### src/design/rx_cfg_pkg.sv
// constants shared by the receiver configuration and converter gating block
// assumes a 250 MHz system clock and an APB register bus with 32-bit data
package rx_cfg_pkg;
  // register indices as printed; byte address is four times the index
  localparam logic [3:0]  IDX_DELAY_MUTE = 4'h8;
  localparam logic [3:0]  IDX_RX_CFG_ONE = 4'h9;
  localparam logic [3:0]  IDX_RX_CFG_TWO = 4'hA;
  localparam logic [3:0]  IDX_IRQ_STATUS = 4'hB;
  localparam logic [3:0]  IDX_IRQ_ENABLE = 4'hC;
  localparam logic [3:0]  IDX_IRQ_CLEAR  = 4'hD;
  localparam logic [3:0]  IDX_RX_STATE   = 4'hE;
  // register reset values
  localparam logic [7:0]  RST_DELAY_MUTE = 8'h00;
  localparam logic [7:0]  RST_RX_CFG_ONE = 8'h00;
  localparam logic [7:0]  RST_RX_CFG_TWO = 8'h00;
  // field positions
  localparam int          POS_SOFT_MUTE  = 7;
  localparam int          POS_FALLBACK   = 7;
  localparam int          POS_RATIO      = 5;
  localparam int          POS_DEEMPH     = 4;
  localparam int          POS_ERR_ACT    = 2;
  localparam int          POS_LOCK_ACT   = 0;
  localparam int          POS_HARD_MUTE  = 7;
  localparam int          POS_REF_PORT   = 6;
  localparam int          POS_PORT_SEL   = 4;
  localparam int          POS_BLK_NONAUD = 1;
  localparam int          POS_BLK_INVAL  = 0;
  // writable bits of the second receiver register (bits 3:2 reserved)
  localparam logic [7:0]  MASK_RX_CFG_TWO = 8'hF3;
  // interrupt status bit positions
  localparam int          EVT_BIPHASE    = 0;
  localparam int          EVT_LOCK_LOSS  = 1;
  localparam int          EVT_BLOCKED    = 2;
  localparam int          EVT_RESERVED   = 3;
  localparam int          EVT_WIDTH      = 4;
  // action codes for errors and lock loss
  localparam logic [1:0]  ACT_NONE       = 2'h0;
  localparam logic [1:0]  ACT_HOLD       = 2'h1;
  localparam logic [1:0]  ACT_ZERO       = 2'h2;
  localparam logic [1:0]  ACT_SOFT       = 2'h3;
  // recovered clock ratio codes
  localparam logic [1:0]  RATIO_128      = 2'h0;
  localparam logic [1:0]  RATIO_256      = 2'h1;
  localparam logic [1:0]  RATIO_512      = 2'h2;
  // soft mute ramp: one gain step per sample, from unity down to zero
  localparam int          GAIN_WIDTH     = 8;
  localparam logic [8:0]  GAIN_UNITY     = 9'h100;
  localparam logic [8:0]  GAIN_STEP      = 9'h008;
endpackage : rx_cfg_pkg

### src/design/spdif_rx_config_src_gate.sv
// receiver configuration registers, converter input gating, delay and mute
// assumes an apb master on clk, and sample strobes from the receiver on clk
// What this block does
// - converter mute bit soft-mutes converter output
// - seven-bit field sets extra filter delay samples
// - unlocked receiver clocks from fallback choice
// - ratio codes select 128, 256, 512 fs
// - auto de-emphasis follows received channel status
// - parity/biphase error: none, hold, zero
// - lock loss: none, hold, zeros, soft-mute
// - hard-mute bit zeroes receiver audio at once
// - pll reference from preambles or serial port
// - port code picks playback, aux, record, auxout
// - non-audio blocking bit stops converter input
// - compressed non-audio data is always blocked
// - validity blocking bit stops converter input
`timescale 1ns/1ps
`default_nettype none

module spdif_rx_config_src_gate #(
  parameter int SAMPLE_WIDTH = 24
) (
  // clock and reset
  input  wire logic                    clk,
  input  wire logic                    arst_n,
  // apb slave
  input  wire logic                    psel,
  input  wire logic                    penable,
  input  wire logic                    pwrite,
  input  wire logic [7:0]              paddr,
  input  wire logic [31:0]             pwdata,
  output logic                         pready,
  output logic [31:0]                  prdata,
  output logic                         pslverr,
  // receiver sample stream
  input  wire logic                    rxValid,
  input  wire logic [SAMPLE_WIDTH-1:0] rxSample,
  input  wire logic                    rxParityErr,
  input  wire logic                    rxValidityFlag,
  input  wire logic                    rxNonAudioFlag,
  input  wire logic                    rxCompressed,
  input  wire logic                    rxEmphasis,
  // pll lock, from the pll domain
  input  wire logic                    pllLocked,
  // converter input and output samples
  input  wire logic                    srcValid,
  input  wire logic [SAMPLE_WIDTH-1:0] srcSample,
  output logic                         srcInValid,
  output logic [SAMPLE_WIDTH-1:0]      srcInSample,
  output logic                         srcOutValid,
  output logic [SAMPLE_WIDTH-1:0]      srcOutSample,
  // control to clock and filter blocks
  output logic [6:0]                   firExtraDelay,
  output logic                         rxClkUseInternal,
  output logic [1:0]                   recoveredClockRatio,
  output logic                         deemphasisOn,
  output logic                         pllRefFromPort,
  output logic [1:0]                   pllRefPortSelect,
  // interrupt
  output logic                         irq
);

  ////////////////////////////////////////////////////////////////////////////
  // apb register file

  localparam int EVT_W = rx_cfg_pkg::EVT_WIDTH;
  logic [7:0]           delayMute_ff, nxt_delayMute;   // converter delay and mute
  logic [7:0]           rxCfgOne_ff,  nxt_rxCfgOne;    // receiver config one
  logic [7:0]           rxCfgTwo_ff,  nxt_rxCfgTwo;    // receiver config two
  logic [EVT_W-1:0]     irqStat_ff,   nxt_irqStat;     // sticky events
  logic [EVT_W-1:0]     irqEn_ff,     nxt_irqEn;       // event enables
  logic [31:0]          prdata_ff,    nxt_prdata;      // read data
  logic                 pready_ff,    nxt_pready;      // one wait state
  logic                 pslverr_ff,   nxt_pslverr;     // unmapped answer
  logic [EVT_W-1:0]     evt;                           // this cycle's events

  // decode a word address to the register index; 4'hF means unmapped
  function automatic logic [3:0] reg_index(input logic [7:0] a);
    if (a[1:0] != 2'h0 || a[7:6] != 2'h0)
      reg_index = 4'hF;
    else
      reg_index = a[5:2];
  endfunction

  logic        access;   // access phase edge where the answer is given
  logic [3:0]  idx;
  logic        lockedSync;

  always_comb begin
    access        = psel && penable && pready_ff;
    idx           = reg_index(paddr);
    nxt_delayMute = delayMute_ff;
    nxt_rxCfgOne  = rxCfgOne_ff;
    nxt_rxCfgTwo  = rxCfgTwo_ff;
    nxt_irqEn     = irqEn_ff;
    nxt_prdata    = prdata_ff;
    nxt_pslverr   = 1'b0;
    // answer one cycle into the access phase
    nxt_pready    = psel && penable && !pready_ff;
    // events set after a clear so that a same-cycle set wins
    nxt_irqStat   = irqStat_ff;
    if (access && pwrite && idx == rx_cfg_pkg::IDX_IRQ_CLEAR) begin
      nxt_irqStat = irqStat_ff & ~pwdata[EVT_W-1:0];
    end
    nxt_irqStat = nxt_irqStat | evt;
    if (nxt_pready) begin
      // read data and error prepared for the answering edge
      nxt_prdata  = 32'h0000_0000;
      unique case (idx)
        rx_cfg_pkg::IDX_DELAY_MUTE: nxt_prdata[7:0] = delayMute_ff;
        rx_cfg_pkg::IDX_RX_CFG_ONE: nxt_prdata[7:0] = rxCfgOne_ff;
        rx_cfg_pkg::IDX_RX_CFG_TWO: nxt_prdata[7:0] = rxCfgTwo_ff;
        rx_cfg_pkg::IDX_IRQ_STATUS: nxt_prdata[EVT_W-1:0] = irqStat_ff;
        rx_cfg_pkg::IDX_IRQ_ENABLE: nxt_prdata[EVT_W-1:0] = irqEn_ff;
        rx_cfg_pkg::IDX_IRQ_CLEAR:  nxt_prdata = 32'h0000_0000;
        rx_cfg_pkg::IDX_RX_STATE:   nxt_prdata[0] = lockedSync;
        default:                    nxt_pslverr = 1'b1;
      endcase
    end
    if (access && pwrite) begin
      // writes take effect only at the answering edge
      unique case (idx)
        rx_cfg_pkg::IDX_DELAY_MUTE: nxt_delayMute = pwdata[7:0];
        rx_cfg_pkg::IDX_RX_CFG_ONE: nxt_rxCfgOne  = pwdata[7:0];
        rx_cfg_pkg::IDX_RX_CFG_TWO: nxt_rxCfgTwo  = pwdata[7:0] & rx_cfg_pkg::MASK_RX_CFG_TWO;
        rx_cfg_pkg::IDX_IRQ_ENABLE: nxt_irqEn     = pwdata[EVT_W-1:0];
        default: ;
      endcase
    end
  end

  // register the bus state
  always_ff @(posedge clk or negedge arst_n) begin
    if (!arst_n) begin
      delayMute_ff <= rx_cfg_pkg::RST_DELAY_MUTE;
      rxCfgOne_ff  <= rx_cfg_pkg::RST_RX_CFG_ONE;
      rxCfgTwo_ff  <= rx_cfg_pkg::RST_RX_CFG_TWO;
      irqStat_ff   <= '0;
      irqEn_ff     <= '0;
      prdata_ff    <= 32'h0000_0000;
      pready_ff    <= 1'b0;
      pslverr_ff   <= 1'b0;
    end else begin
      delayMute_ff <= nxt_delayMute;
      rxCfgOne_ff  <= nxt_rxCfgOne;
      rxCfgTwo_ff  <= nxt_rxCfgTwo;
      irqStat_ff   <= nxt_irqStat;
      irqEn_ff     <= nxt_irqEn;
      prdata_ff    <= nxt_prdata;
      pready_ff    <= nxt_pready;
      pslverr_ff   <= nxt_pslverr;
    end
  end

  ////////////////////////////////////////////////////////////////////////////
  // lock synchroniser and receive path

  logic lockMeta_ff, lockSync_ff, lockPrev_ff;  // two-stage sync, then history
  assign lockedSync = lockSync_ff;

  // lock comes from the pll domain, so it is synchronised first
  always_ff @(posedge clk or negedge arst_n) begin
    if (!arst_n) begin
      lockMeta_ff <= 1'b0;
      lockSync_ff <= 1'b0;
      lockPrev_ff <= 1'b0;
    end else begin
      lockMeta_ff <= pllLocked;
      lockSync_ff <= lockMeta_ff;
      lockPrev_ff <= lockSync_ff;
    end
  end

  logic [SAMPLE_WIDTH-1:0] lastGood_ff, nxt_lastGood;  // last valid sample
  logic [SAMPLE_WIDTH-1:0] rxOut_ff,    nxt_rxOut;     // to converter input
  logic                    rxOutV_ff,   nxt_rxOutV;
  logic [8:0]              lockGain_ff, nxt_lockGain;  // lock-loss fade gain
  logic [1:0]              errAct, lockAct;
  logic                    blocked;
  logic [SAMPLE_WIDTH-1:0] picked;
  logic [SAMPLE_WIDTH+8:0] scaled;

  always_comb begin
    errAct  = rxCfgOne_ff[rx_cfg_pkg::POS_ERR_ACT +: 2];
    lockAct = rxCfgOne_ff[rx_cfg_pkg::POS_LOCK_ACT +: 2];
    blocked = rxCompressed
           || (rxCfgTwo_ff[rx_cfg_pkg::POS_BLK_NONAUD] && rxNonAudioFlag)
           || (rxCfgTwo_ff[rx_cfg_pkg::POS_BLK_INVAL]  && rxValidityFlag);
    picked       = rxSample;
    nxt_lastGood = lastGood_ff;
    nxt_lockGain = lockGain_ff;
    if (rxParityErr) begin
      unique case (errAct)
        rx_cfg_pkg::ACT_HOLD: picked = lastGood_ff;
        rx_cfg_pkg::ACT_ZERO: picked = '0;
        default:              picked = rxSample;  // none, and reserved code
      endcase
    end
    if (!lockSync_ff) begin
      unique case (lockAct)
        rx_cfg_pkg::ACT_HOLD: picked = lastGood_ff;
        rx_cfg_pkg::ACT_ZERO: picked = '0;
        rx_cfg_pkg::ACT_SOFT: picked = lastGood_ff;
        default:              ;
      endcase
    end
    // fade the held sample while unlocked with the soft-mute lock-loss action
    if (rxValid) begin
      if (!lockSync_ff && lockAct == rx_cfg_pkg::ACT_SOFT)
        nxt_lockGain = (lockGain_ff > rx_cfg_pkg::GAIN_STEP) ?
                       9'(lockGain_ff - rx_cfg_pkg::GAIN_STEP) : 9'h000;
      else if (lockSync_ff)
        nxt_lockGain = rx_cfg_pkg::GAIN_UNITY;
    end
    scaled = $signed(picked) * $signed({1'b0, lockGain_ff});
    if (!lockSync_ff && lockAct == rx_cfg_pkg::ACT_SOFT)
      picked = scaled[SAMPLE_WIDTH+7:8];
    if (rxValid && lockSync_ff && !rxParityErr)
      nxt_lastGood = rxSample;
    if (rxCfgTwo_ff[rx_cfg_pkg::POS_HARD_MUTE])
      picked = '0;
    nxt_rxOut  = rxValid ? picked : rxOut_ff;
    nxt_rxOutV = rxValid && !blocked;
    // events: error, lock loss edge, blocked sample
    evt = '0;
    evt[rx_cfg_pkg::EVT_BIPHASE]   = rxValid && rxParityErr;
    evt[rx_cfg_pkg::EVT_LOCK_LOSS] = lockPrev_ff && !lockSync_ff;
    evt[rx_cfg_pkg::EVT_BLOCKED]   = rxValid && blocked;
  end

  // register the receive path
  always_ff @(posedge clk or negedge arst_n) begin
    if (!arst_n) begin
      lastGood_ff <= '0;
      rxOut_ff    <= '0;
      rxOutV_ff   <= 1'b0;
      lockGain_ff <= rx_cfg_pkg::GAIN_UNITY;
    end else begin
      lastGood_ff <= nxt_lastGood;
      rxOut_ff    <= nxt_rxOut;
      rxOutV_ff   <= nxt_rxOutV;
      lockGain_ff <= nxt_lockGain;
    end
  end

  ////////////////////////////////////////////////////////////////////////////
  // converter output soft mute

  logic [8:0]              muteGain_ff, nxt_muteGain;  // output ramp gain
  logic [SAMPLE_WIDTH-1:0] srcOut_ff,   nxt_srcOut;
  logic                    srcOutV_ff,  nxt_srcOutV;
  logic [SAMPLE_WIDTH+8:0] srcScaled;

  always_comb begin
    nxt_muteGain = muteGain_ff;
    if (srcValid) begin
      if (delayMute_ff[rx_cfg_pkg::POS_SOFT_MUTE])
        nxt_muteGain = (muteGain_ff > rx_cfg_pkg::GAIN_STEP) ?
                       9'(muteGain_ff - rx_cfg_pkg::GAIN_STEP) : 9'h000;
      else
        nxt_muteGain = (muteGain_ff < 9'(rx_cfg_pkg::GAIN_UNITY - rx_cfg_pkg::GAIN_STEP)) ?
                       9'(muteGain_ff + rx_cfg_pkg::GAIN_STEP) : rx_cfg_pkg::GAIN_UNITY;
    end
    srcScaled   = $signed(srcSample) * $signed({1'b0, muteGain_ff});
    nxt_srcOut  = srcValid ? srcScaled[SAMPLE_WIDTH+7:8] : srcOut_ff;
    nxt_srcOutV = srcValid;
  end

  // register converter output and its ramp gain
  always_ff @(posedge clk or negedge arst_n) begin
    if (!arst_n) begin
      muteGain_ff <= rx_cfg_pkg::GAIN_UNITY;
      srcOut_ff   <= '0;
      srcOutV_ff  <= 1'b0;
    end else begin
      muteGain_ff <= nxt_muteGain;
      srcOut_ff   <= nxt_srcOut;
      srcOutV_ff  <= nxt_srcOutV;
    end
  end

  ////////////////////////////////////////////////////////////////////////////
  // control outputs, each from a flip-flop

  logic [6:0] delay_ff;
  logic       intClk_ff, deemph_ff, refPort_ff, irq_ff, emphSeen_ff;  // emphasis of last sample
  logic [1:0] ratio_ff, portSel_ff;

  always_ff @(posedge clk or negedge arst_n) begin
    if (!arst_n) begin
      delay_ff   <= 7'h00;
      intClk_ff  <= 1'b0;
      ratio_ff   <= rx_cfg_pkg::RATIO_128;
      deemph_ff  <= 1'b0;
      emphSeen_ff <= 1'b0;
      refPort_ff <= 1'b0;
      portSel_ff <= 2'h0;
      irq_ff     <= 1'b0;
    end else begin
      delay_ff   <= delayMute_ff[6:0];
      intClk_ff  <= !lockSync_ff && rxCfgOne_ff[rx_cfg_pkg::POS_FALLBACK];
      // ratio code; reserved code left to software
      ratio_ff   <= rxCfgOne_ff[rx_cfg_pkg::POS_RATIO +: 2];
      // emphasis flag taken with samples only, idle lines ignored
      emphSeen_ff <= rxValid ? rxEmphasis : emphSeen_ff;
      deemph_ff  <= rxCfgOne_ff[rx_cfg_pkg::POS_DEEMPH] && (rxValid ? rxEmphasis : emphSeen_ff);
      refPort_ff <= rxCfgTwo_ff[rx_cfg_pkg::POS_REF_PORT];
      portSel_ff <= rxCfgTwo_ff[rx_cfg_pkg::POS_PORT_SEL +: 2];
      irq_ff     <= |(nxt_irqStat & nxt_irqEn);
    end
  end

  assign pready              = pready_ff;
  assign prdata              = prdata_ff;
  assign pslverr             = pslverr_ff;
  assign srcInValid          = rxOutV_ff;
  assign srcInSample         = rxOut_ff;
  assign srcOutValid         = srcOutV_ff;
  assign srcOutSample        = srcOut_ff;
  assign firExtraDelay       = delay_ff;
  assign rxClkUseInternal    = intClk_ff;
  assign recoveredClockRatio = ratio_ff;
  assign deemphasisOn        = deemph_ff;
  assign pllRefFromPort      = refPort_ff;
  assign pllRefPortSelect    = portSel_ff;
  assign irq                 = irq_ff;
endmodule // spdif_rx_config_src_gate
`default_nettype wire

### config.mk
export PLATFORM = sky130hd
export DESIGN_NAME = spdif_rx_config_src_gate
export DESIGN_NICKNAME = d
export VERILOG_FILES = /design/src/design/rx_cfg_pkg.sv /design/src/design/spdif_rx_config_src_gate.sv
export SDC_FILE = /design/constraint.sdc
export NUM_CORES = 1
export LEC_CHECK = 0
export ABC_AREA = 1
export BUFFER_PORTS_ARGS = -buffer_cell sky130_fd_sc_hd__buf_2
export CORE_MARGIN = 2
export CORE_UTILIZATION = 25
export DETAILED_ROUTE_END_ITERATION = 12
export PLACE_DENSITY_LB_ADDON = 0.08
export SLEW_MARGIN = 20
export SYNTH_ARGS = -nofsm -noshare
export SYNTH_HDL_FRONTEND = slang
export SYNTH_SLANG_ARGS = --single-unit
### constraint.sdc
create_clock -name clk -period 5.1 [get_ports clk]
set_input_delay 1.53 -clock clk [delete_from_list [all_inputs] [get_ports clk]]
set_output_delay 1.53 -clock clk [all_outputs]
set_load 0.01 [all_outputs]
==> qor.yml, run 1 <==
status:
  outcome: "finished, violations left"
  violations: "negative setup slack"
grt:
  grt_overflow: 0
  grt_max_degree: 100
  antenna_found_initial: 3
  grt_pass1_vias: 21100
  grt_usage_pct: 17.5
  grt_pass1_wl_mm: 116
setup_path:
  end_kind: "flop"
  worstSetupPathType: "input port to flop"
  crit_required_ns: 5.47
  worstReg2RegStart: "rxCfgOne_ff[3]"
  worstPathArrival_ns: 6.63
  crit_path_start_kind: "input port"
  cp_num_buf_inv: 10
  path_delay_family: "adder cells"
  worstSetupStartpoint: "rxParityErr"
  cp_slowest_cell: "fa_1"
  cp_max_fo: 8
  critPathMaxStageDelay_ns: 0.51
yosys:
  yosysUniqueCellTypes: 55
  yosys.area.top_type: "fa_1"
  postSynthCellCount: 2745
  ys_warn_count: 0
  synth_area_leaders: "fa_1 (28%), dfrtp_1 (17%), nand2_1 (12%)"
  ys_top_cells_by_count: "nand2_1 (667), inv_1 (654), fa_1 (283)"
  synth_ff_type: "dfrtp_1"
  synth_edf_count: 0
  synth_top_area_share_pct: 27.5
  synth_area_sq_mm: 0.0206
  synth.ff_latch_count: 145
  postSynth.asyncResetShare_pct: 100
  synth.most_common_cell: "nand2_1"
  ys_seq_area_share_pct: 17.6
  avgSynthCellArea_sq_um: 7.50
die:
  die_w_um: 291
  start_util_pct: 25.2
  dieArea_sq_mm: 0.0847
  io_pins: 200
  rows: 105
  fp.coreArea_sq_mm: 0.0818
  die_h_um: 291
sta:
  tightest_slew_ns: 1.05
  setup_viol: 25
  rsz0062_at_grt: "true"
  whs_ns: 0.364
  min_period_ns: 6.26
  skew_ns: 0.0125
  hold_violations: 0
  relSlewSlack_pct: 29.6
  drv_slew: 0
  timing.fmax_mhz: 160
  fin_ws_ns: -1.16
  fin_tns_setup_ns: -24.77
  finalCritPeriodShare_pct: 123
routing:
  drt-total-wl_mm: 70.9
  drtAntennaViolNets: 0
  drt_iter0_markers: 798
  highest_layer: "met4"
  viasPerCell: 4.31
  routedWlPerCell_um: 16.1
  drt-pass1-iter-count: 5
  dr_wl_met2_mm: 36.5
  num_vias: 19100
  route.met3.wl_mm: 1.40
  drc: 0
  met1_length_mm: 31.7
cts:
  cts_buffer_depth: 2
  cts_hold_buf: 0
  cts_sinks: 145
  cts_tree: "done"
  root_buffer: "clkbuf_16"
  clock_latency_ns: 0.48
  cts_buffers: 17
  cts.clk_slew.worst_paths_ns: 0.08
  htree_levels: 4
layout:
  drive_above_1_share_pct: 29.4
  fill_cells: 8759
  final_cells: 4416
  areaGrowthSynthToFinish_pct: 39.7
  nNetsFinal: 3880
hold_path:
  hold_path.class: "flop to flop"
  holdCritStartpoint: "lockMeta_ff"
place:
  dp_cells: 4360
  dp_hpwl_mm: 59.8
  numPortBuffers: 151
  place.gp.congestion: 0.846
run:
  drv_cap: 0
## layout make-up
| class | instances | area [sq um] | area share, % |
|---|---|---|---|
| clock buffers | 17 | 425 | 1.48 |
| clock inverters | 15 | 183 | 0.635 |
| multi-input cells | 1981 | 16800 | 58.4 |
| well taps | 1070 | 1340 | 4.66 |
| repair buffers | 521 | 3840 | 13.4 |
| diodes | 1 | 2.50 | 0.00870 |
| flip-flops and latches | 145 | 3630 | 12.6 |
| inverters | 666 | 2530 | 8.79 |
## flip-flops by register name, summed over array words and instances, names as in the netlist, 2 cells and up
register	flops
rxCfgTwo_ff	6
irqEn_ff	4
irqStat_ff	4
firExtraDelay	7
lockGain_ff	6
delayMute_ff	8
recoveredClockRatio	2
srcOutSample	24
pllRefPortSelect	2
muteGain_ff	6
prdata	8
lastGood_ff	24
rxCfgOne_ff	8
srcInSample	24
## stage by stage
stage          worst slack (ns)  utilization [%]  cell area [sq um]
6_report                  -1.16             35.1              28800
5_1_grt                   -1.43             35.1              28800
4_1_cts                   -1.21             34.6              28300
3_5_place_dp              -2.23             32.6              26700
3_3_place_gp              -2.29             32.6              26700
2_1_floorplan             -1.18                -              22300
## placed cells by master (no fill, tap or decap), types with 41 or more instances in the layout
cell / instances
nand3_1: 92
buf_2: 145
fa_1: 260
buf_4: 336
conb_1: 132
a21oi_1: 41
nor2_1: 160
nand2_1: 586
dfrtp_1: 143
o21ai_0: 96
inv_1: 608
inv_2: 47
nand2_2: 65
ha_1: 96
ha_4: 67
nor2_2: 49
## per-layer routing
layer / track usage [%] / vias up
met3: 1.55 / 63
met2: 32.1 / 260
met4: 4.41 / 0
li1: - / 9321
met1: 22.1 / 9411
met5: 0 / -
## path summary, 6_finish.rpt
| path | slack (ns) | cells after the start | end |
|---|---|---|---|
| max reg2reg | -0.78 | 26 | srcInSample[21] |
| min | 0.36 | 0 | lockSync_ff |
| min in group asynchronous | 0.99 | 1 | delayMute_ff[2] |
| max | -1.16 | 30 | srcInSample[19] |
| max in group asynchronous | 3.09 | 2 | srcOutSample[8] |
| min reg2reg | 0.36 | 0 | lockSync_ff |
## cells by family after synthesis
family | share of synthesized area, %
xor+xnor | 0.808
buf+inv | 14.3
flops | 17.6
other cells | 0.0365
compound gates | 8.19
simple gates | 21.3
fa+ha+maj | 37.5
mux | 0.219
## what timing repair did
action                     in CTS  in global routing
resized for setup             233                120
setup endpoints to repair      37                 46
buffers inserted               19                  6
pin swaps                     110                107
Power of run 1 is not shown: default switching activity piles up to over one toggle a cycle in this logic, so the estimate is an artifact.
==> inputs of run 2 (changes only) <==
CORE_ASPECT_RATIO = 1.1   (was unset)
PLACE_DENSITY = 0.49   (was unset)
PLACE_DENSITY_LB_ADDON = unset   (was 0.08)
==> qor.yml, run 2 (synthesis results as in run 1) <==
grt:
  grt_usage_pct: 15.4
  grt_overflow: 0
  grt_max_degree: 76
  antenna_found_initial: 1
  grt_pass1_wl_mm: 102
  grt_pass1_vias: 19100
place:
  pre_cts_ws_ns: -2.02
  place.gp.congestion: 0.854
  numPortBuffers: 151
  dp_hpwl_mm: 53.4
cts:
  root_buffer: "clkbuf_16"
  htree_levels: 4
  cts_buffers: 17
  cts.clk_slew.worst_paths_ns: 0.07
  cts_hold_buf: 0
  cts_tree: "done"
  cts_buffer_depth: 2
  cts_sinks: 145
  clock_latency_ns: 0.49
setup_path:
  crit_required_ns: 5.47
  r2r_end: "srcInSample[15]"
  worstReg2RegStart: "rxCfgOne_ff[3]"
  worstPathArrival_ns: 6.56
  r2r_setup_slack_ns: -0.72
  rr_worst_depth: 28
  cp_max_fo: 4
  crit_path_start_kind: "input port"
  worstSetupPathType: "input port to flop"
  end_kind: "flop"
layout:
  drive_above_1_share_pct: 33.2
  areaGrowthSynthToFinish_pct: 42.7
  nNetsFinal: 3876
  most-common-layout-cells: "inv_1 (566), nand2_1 (547), buf_4 (320), fa_1 (257), nor2_1 (145)"
  layout_commonest_cell: "inv_1"
  n_antenna_cell: 0
  final_core_util_pct: 35.9
  fill_cells: 8649
  seqCellArea_sq_mm: 0.00363
  multi_input_area_sq_mm: 0.0173
sta:
  drv_slew: 0
  setup_viol: 31
  min_period_ns: 6.19
  fin_tns_setup_ns: -23.44
  tightest_slew_ns: 0.859
  fin_ws_ns: -1.09
  hold_violations: 0
  relSlewSlack_pct: 42.7
  skew_ns: 0.0160
  finalCritPeriodShare_pct: 121
  rsz0062_at_grt: "true"
  timing.fmax_mhz: 162
routing:
  drtAntennaViolNets: 0
  num_vias: 18600
  drt-pass1-iter-count: 5
  drc: 0
  drt_iter0_markers: 853
  drt-total-wl_mm: 63.9
  viasPerCell: 4.22
  routedWlPerCell_um: 14.5
die:
  rows: 110
  die_w_um: 278
  io_pins: 200
  dieArea_sq_mm: 0.0847
  start_util_pct: 25.2
  fp.coreArea_sq_mm: 0.0818
  die_h_um: 305
hold_path:
  holdCritStartpoint: "lockMeta_ff"
  hold_path_depth: 0
  hold_end: "lockSync_ff"
  hold_path.class: "flop to flop"
status:
  outcome: "finished, violations left"
  violations: "negative setup slack"
run:
  drv_cap: 0
## run 2: changes by cell type in the layout (fill, tap and decap cells not counted), moves of 7 or more
cell / before / now
ha_1: 96 / 89
inv_1: 608 / 566
nand2_4: 19 / 32
nor2_4: 30 / 41
buf_6: 19 / 44
nand3_1: 92 / 82
nand3_2: 21 / 30
buf_2: 145 / 132
nand2_2: 65 / 89
buf_4: 336 / 320
nand2_1: 586 / 547
inv_2: 47 / 88
nor2_1: 160 / 145
## run 2: area by class of cell
class / count / share of cell area [%]
Clock buffer: 18 / 1.49
Timing Repair Buffer: 517 / 13.4
Multi-Input combinational cell: 1981 / 59.0
Inverter: 666 / 8.63
Sequential cell: 145 / 12.4
Clock inverter: 14 / 0.558
Tap cell: 1064 / 4.53
## run 2: through the flow
step                      hold slack (ns)  cells  area (sq um)
after CTS                           0.354   4379         27900
after global routing                0.350   4405         29400
after global placement              0.342   4323         26400
after floorplan                     0.331   2875         22300
final                               0.349   4405         29400
after detailed placement            0.348   4323         26400
## run 2: critical path, stage by stage
cell and delay, ns:
buf_12 0.09, inv_12 0.03, nor2_4 0.15, nand2_4 0.08
o21ai_4 0.19, buf_6 0.16, buf_12 0.11, nand2_4 0.04
o31ai_4 0.06, inv_2 0.12, buf_6 0.13, nor2_4 0.09
fa_1 0.43, fa_1 0.53, fa_2 0.44, fa_1 0.50
inv_2 0.04, fa_1 0.51, inv_2 0.05, ha_4 0.32
nand2_4 0.08, nor2_4 0.13, nand2_1 0.08, or2_2 0.31
nand4_1 0.08, nand3_1 0.09, nand2_2 0.12, nand2_1 0.05
## run 2: per-layer routing
layer	wire (um)	vias to the layer above	global-route usage [%]
met3	1580	51	1.39
met2	30700	254	25.9
met4	1430	0	4.78
met5	0	-	0
li1	-	9314	-
met1	30100	8989	20.8
## run 2: how the worst max path moves through the flow
| stage | from | to | slack, ns |
|---|---|---|---|
| after CTS | rxParityErr | srcInSample[17] | -0.98 |
| after global routing | rxParityErr | srcInSample[11] | -1.28 |
| final | rxParityErr | srcInSample[15] | -1.09 |
| after detailed placement | rxParityErr | srcInSample[20] | -2.02 |
| after floorplan | rxParityErr | srcInSample[18] | -1.18 |
| after global placement | rxParityErr | srcInSample[20] | -1.95 |
## run 2: repair_timing
action,in CTS,in global routing
gates cloned,0,0
endpoints found under the setup margin,40,44
buffers inserted,26,29
pin swaps,99,236
resized for setup,187,405
Power of run 2 is left out for the same reason.
==> inputs of run 3 (changes only) <==
CTS_BUF_LIST = sky130_fd_sc_hd__clkbuf_8   (was unset)
PLACE_DENSITY = 0.47   (was 0.49)
clock period = 7.4 ns   (was 5.1 ns; I/O delays follow)
==> qor.yml, run 3 (synthesis results as in run 1) <==
grt:
  grt_pass1_vias: 18200
  grt_usage_pct: 14.9
  grt_overflow: 0
  grt_max_degree: 87
  grt_pass1_wl_mm: 98.6
  antenna_found_initial: 2
setup_path:
  r2r_setup_slack_ns: 1.09
  crit_path_start_kind: "input port"
  cp.depth: 28
  cp_slowest_cell: "fa_1"
  worstReg2RegStart: "rxCfgOne_ff[1]"
  path_delay_family: "adder cells"
  crit_required_ns: 7.83
  worstSetupPathType: "input port to flop"
  cp_num_buf_inv: 8
  cp_max_fo: 20
  end_kind: "flop"
  path_common_cell: "nand2_1"
  worstSetupStartpoint: "rxParityErr"
  r2r_end: "srcInSample[17]"
  critPathMaxStageDelay_ns: 0.55
  worstPathArrival_ns: 7.62
  worstSetupEndpoint: "srcInSample[19]"
  rr_worst_depth: 29
place:
  numPortBuffers: 151
  place.gp.congestion: 0.857
  dp_hpwl_mm: 51.1
cts:
  cts.clk_slew.worst_paths_ns: 0.09
  root_buffer: "clkbuf_8"
  clock_latency_ns: 0.56
  cts_buffer_depth: 2
  cts_tree: "done"
  htree_levels: 4
  cts_buffers: 17
  cts_hold_buf: 0
  cts_sinks: 145
routing:
  drt_iter0_markers: 845
  viasPerCell: 4.19
  num_vias: 17600
  routedWlPerCell_um: 14.5
  drt-total-wl_mm: 60.9
  drt-pass1-iter-count: 6
  drtAntennaViolNets: 0
  drc: 0
layout:
  fill_cells: 9162
  layout_commonest_cell: "nand2_1"
  nNetsFinal: 3664
  drive_above_1_share_pct: 12.6
  areaGrowthSynthToFinish_pct: 18.7
  most-common-layout-cells: "nand2_1 (664), inv_1 (653), fa_1 (282), nor2_1 (229), ha_1 (163)"
sta:
  rsz0062_at_grt: "true"
  setup_viol: 0
  relSlewSlack_pct: 38.3
  whs_ns: 0.362
  min_period_ns: 7.19
  drv_slew: 0
  timing.fmax_mhz: 139
  tightest_slew_ns: 0.920
  finalCritPeriodShare_pct: 97.2
  hold_violations: 0
  skew_ns: 0.0185
die:
  die_h_um: 305
  dieArea_sq_mm: 0.0847
  die_w_um: 278
  io_pins: 200
  rows: 110
  fp.coreArea_sq_mm: 0.0818
  start_util_pct: 25.2
hold_path:
  hold_path_depth: 0
  hold_path.class: "flop to flop"
status:
  outcome: "completed"
run:
  drv_cap: 0
run 3: repair_timing:
item | 4_1_cts | 5_1_grt
gates resized for setup | 0 | 31
endpoints found under the setup margin | 0 | 21
setup buffers | 0 | 1
run 3: per-stage QoR:
step	util [%]	setup slack (ns)	setup TNS, ns	cells	area, sq um
final	29.9	0.210	0	4195	24400
after CTS	29.7	0.0943	0	4192	24300
after global routing	29.9	-0.0513	-0.0786	4195	24400
after global placement	29.2	-0.458	-7.16	4160	23900
after floorplan	-	0.332	0	2875	21100
after detailed placement	29.2	-0.503	-8.12	4160	23900
run 3: area by class of cell:
| class | count | area, sq um | share of cell area (%) |
|---|---|---|---|
| flip-flops and latches | 145 | 3630 | 14.9 |
| clock buffers | 18 | 248 | 1.01 |
| multi-input cells | 1981 | 14600 | 59.7 |
| diodes | 2 | 5.00 | 0.0205 |
| well taps | 1064 | 1330 | 5.45 |
| repair buffers | 305 | 1930 | 7.90 |
| inverters | 666 | 2500 | 10.2 |
| clock inverters | 14 | 189 | 0.773 |
run 3: worst min-delay path by stage:
stage,to,slack [ns],start
finish,lockSync_ff,0.36,lockMeta_ff
global route,lockSync_ff,0.38,lockMeta_ff
CTS,lockSync_ff,0.37,lockMeta_ff
detailed placement,lockSync_ff,0.34,lockMeta_ff
global placement,lockSync_ff,0.34,lockMeta_ff
floorplan,lockSync_ff,0.33,lockMeta_ff
run 3: routing by layer:
| layer | track usage (%) | vias to the layer above | routed length [um] |
|---|---|---|---|
| li1 | - | 8857 | - |
| met3 | 2.05 | 41 | 1970 |
| met5 | 0 | - | 0 |
| met1 | 20.0 | 8399 | 28400 |
| met2 | 25.4 | 285 | 29500 |
| met4 | 3.51 | 0 | 969 |
run 3: worst register-to-register path, delay by kind of cell (launching register included):
family,cells,cell delay (ns)
fa+ha+maj,6,2.80
compound gates,4,1.01
buf+inv,9,0.99
simple gates,10,0.96
flops,1,0.47
Power of run 3 is left out for the same reason.
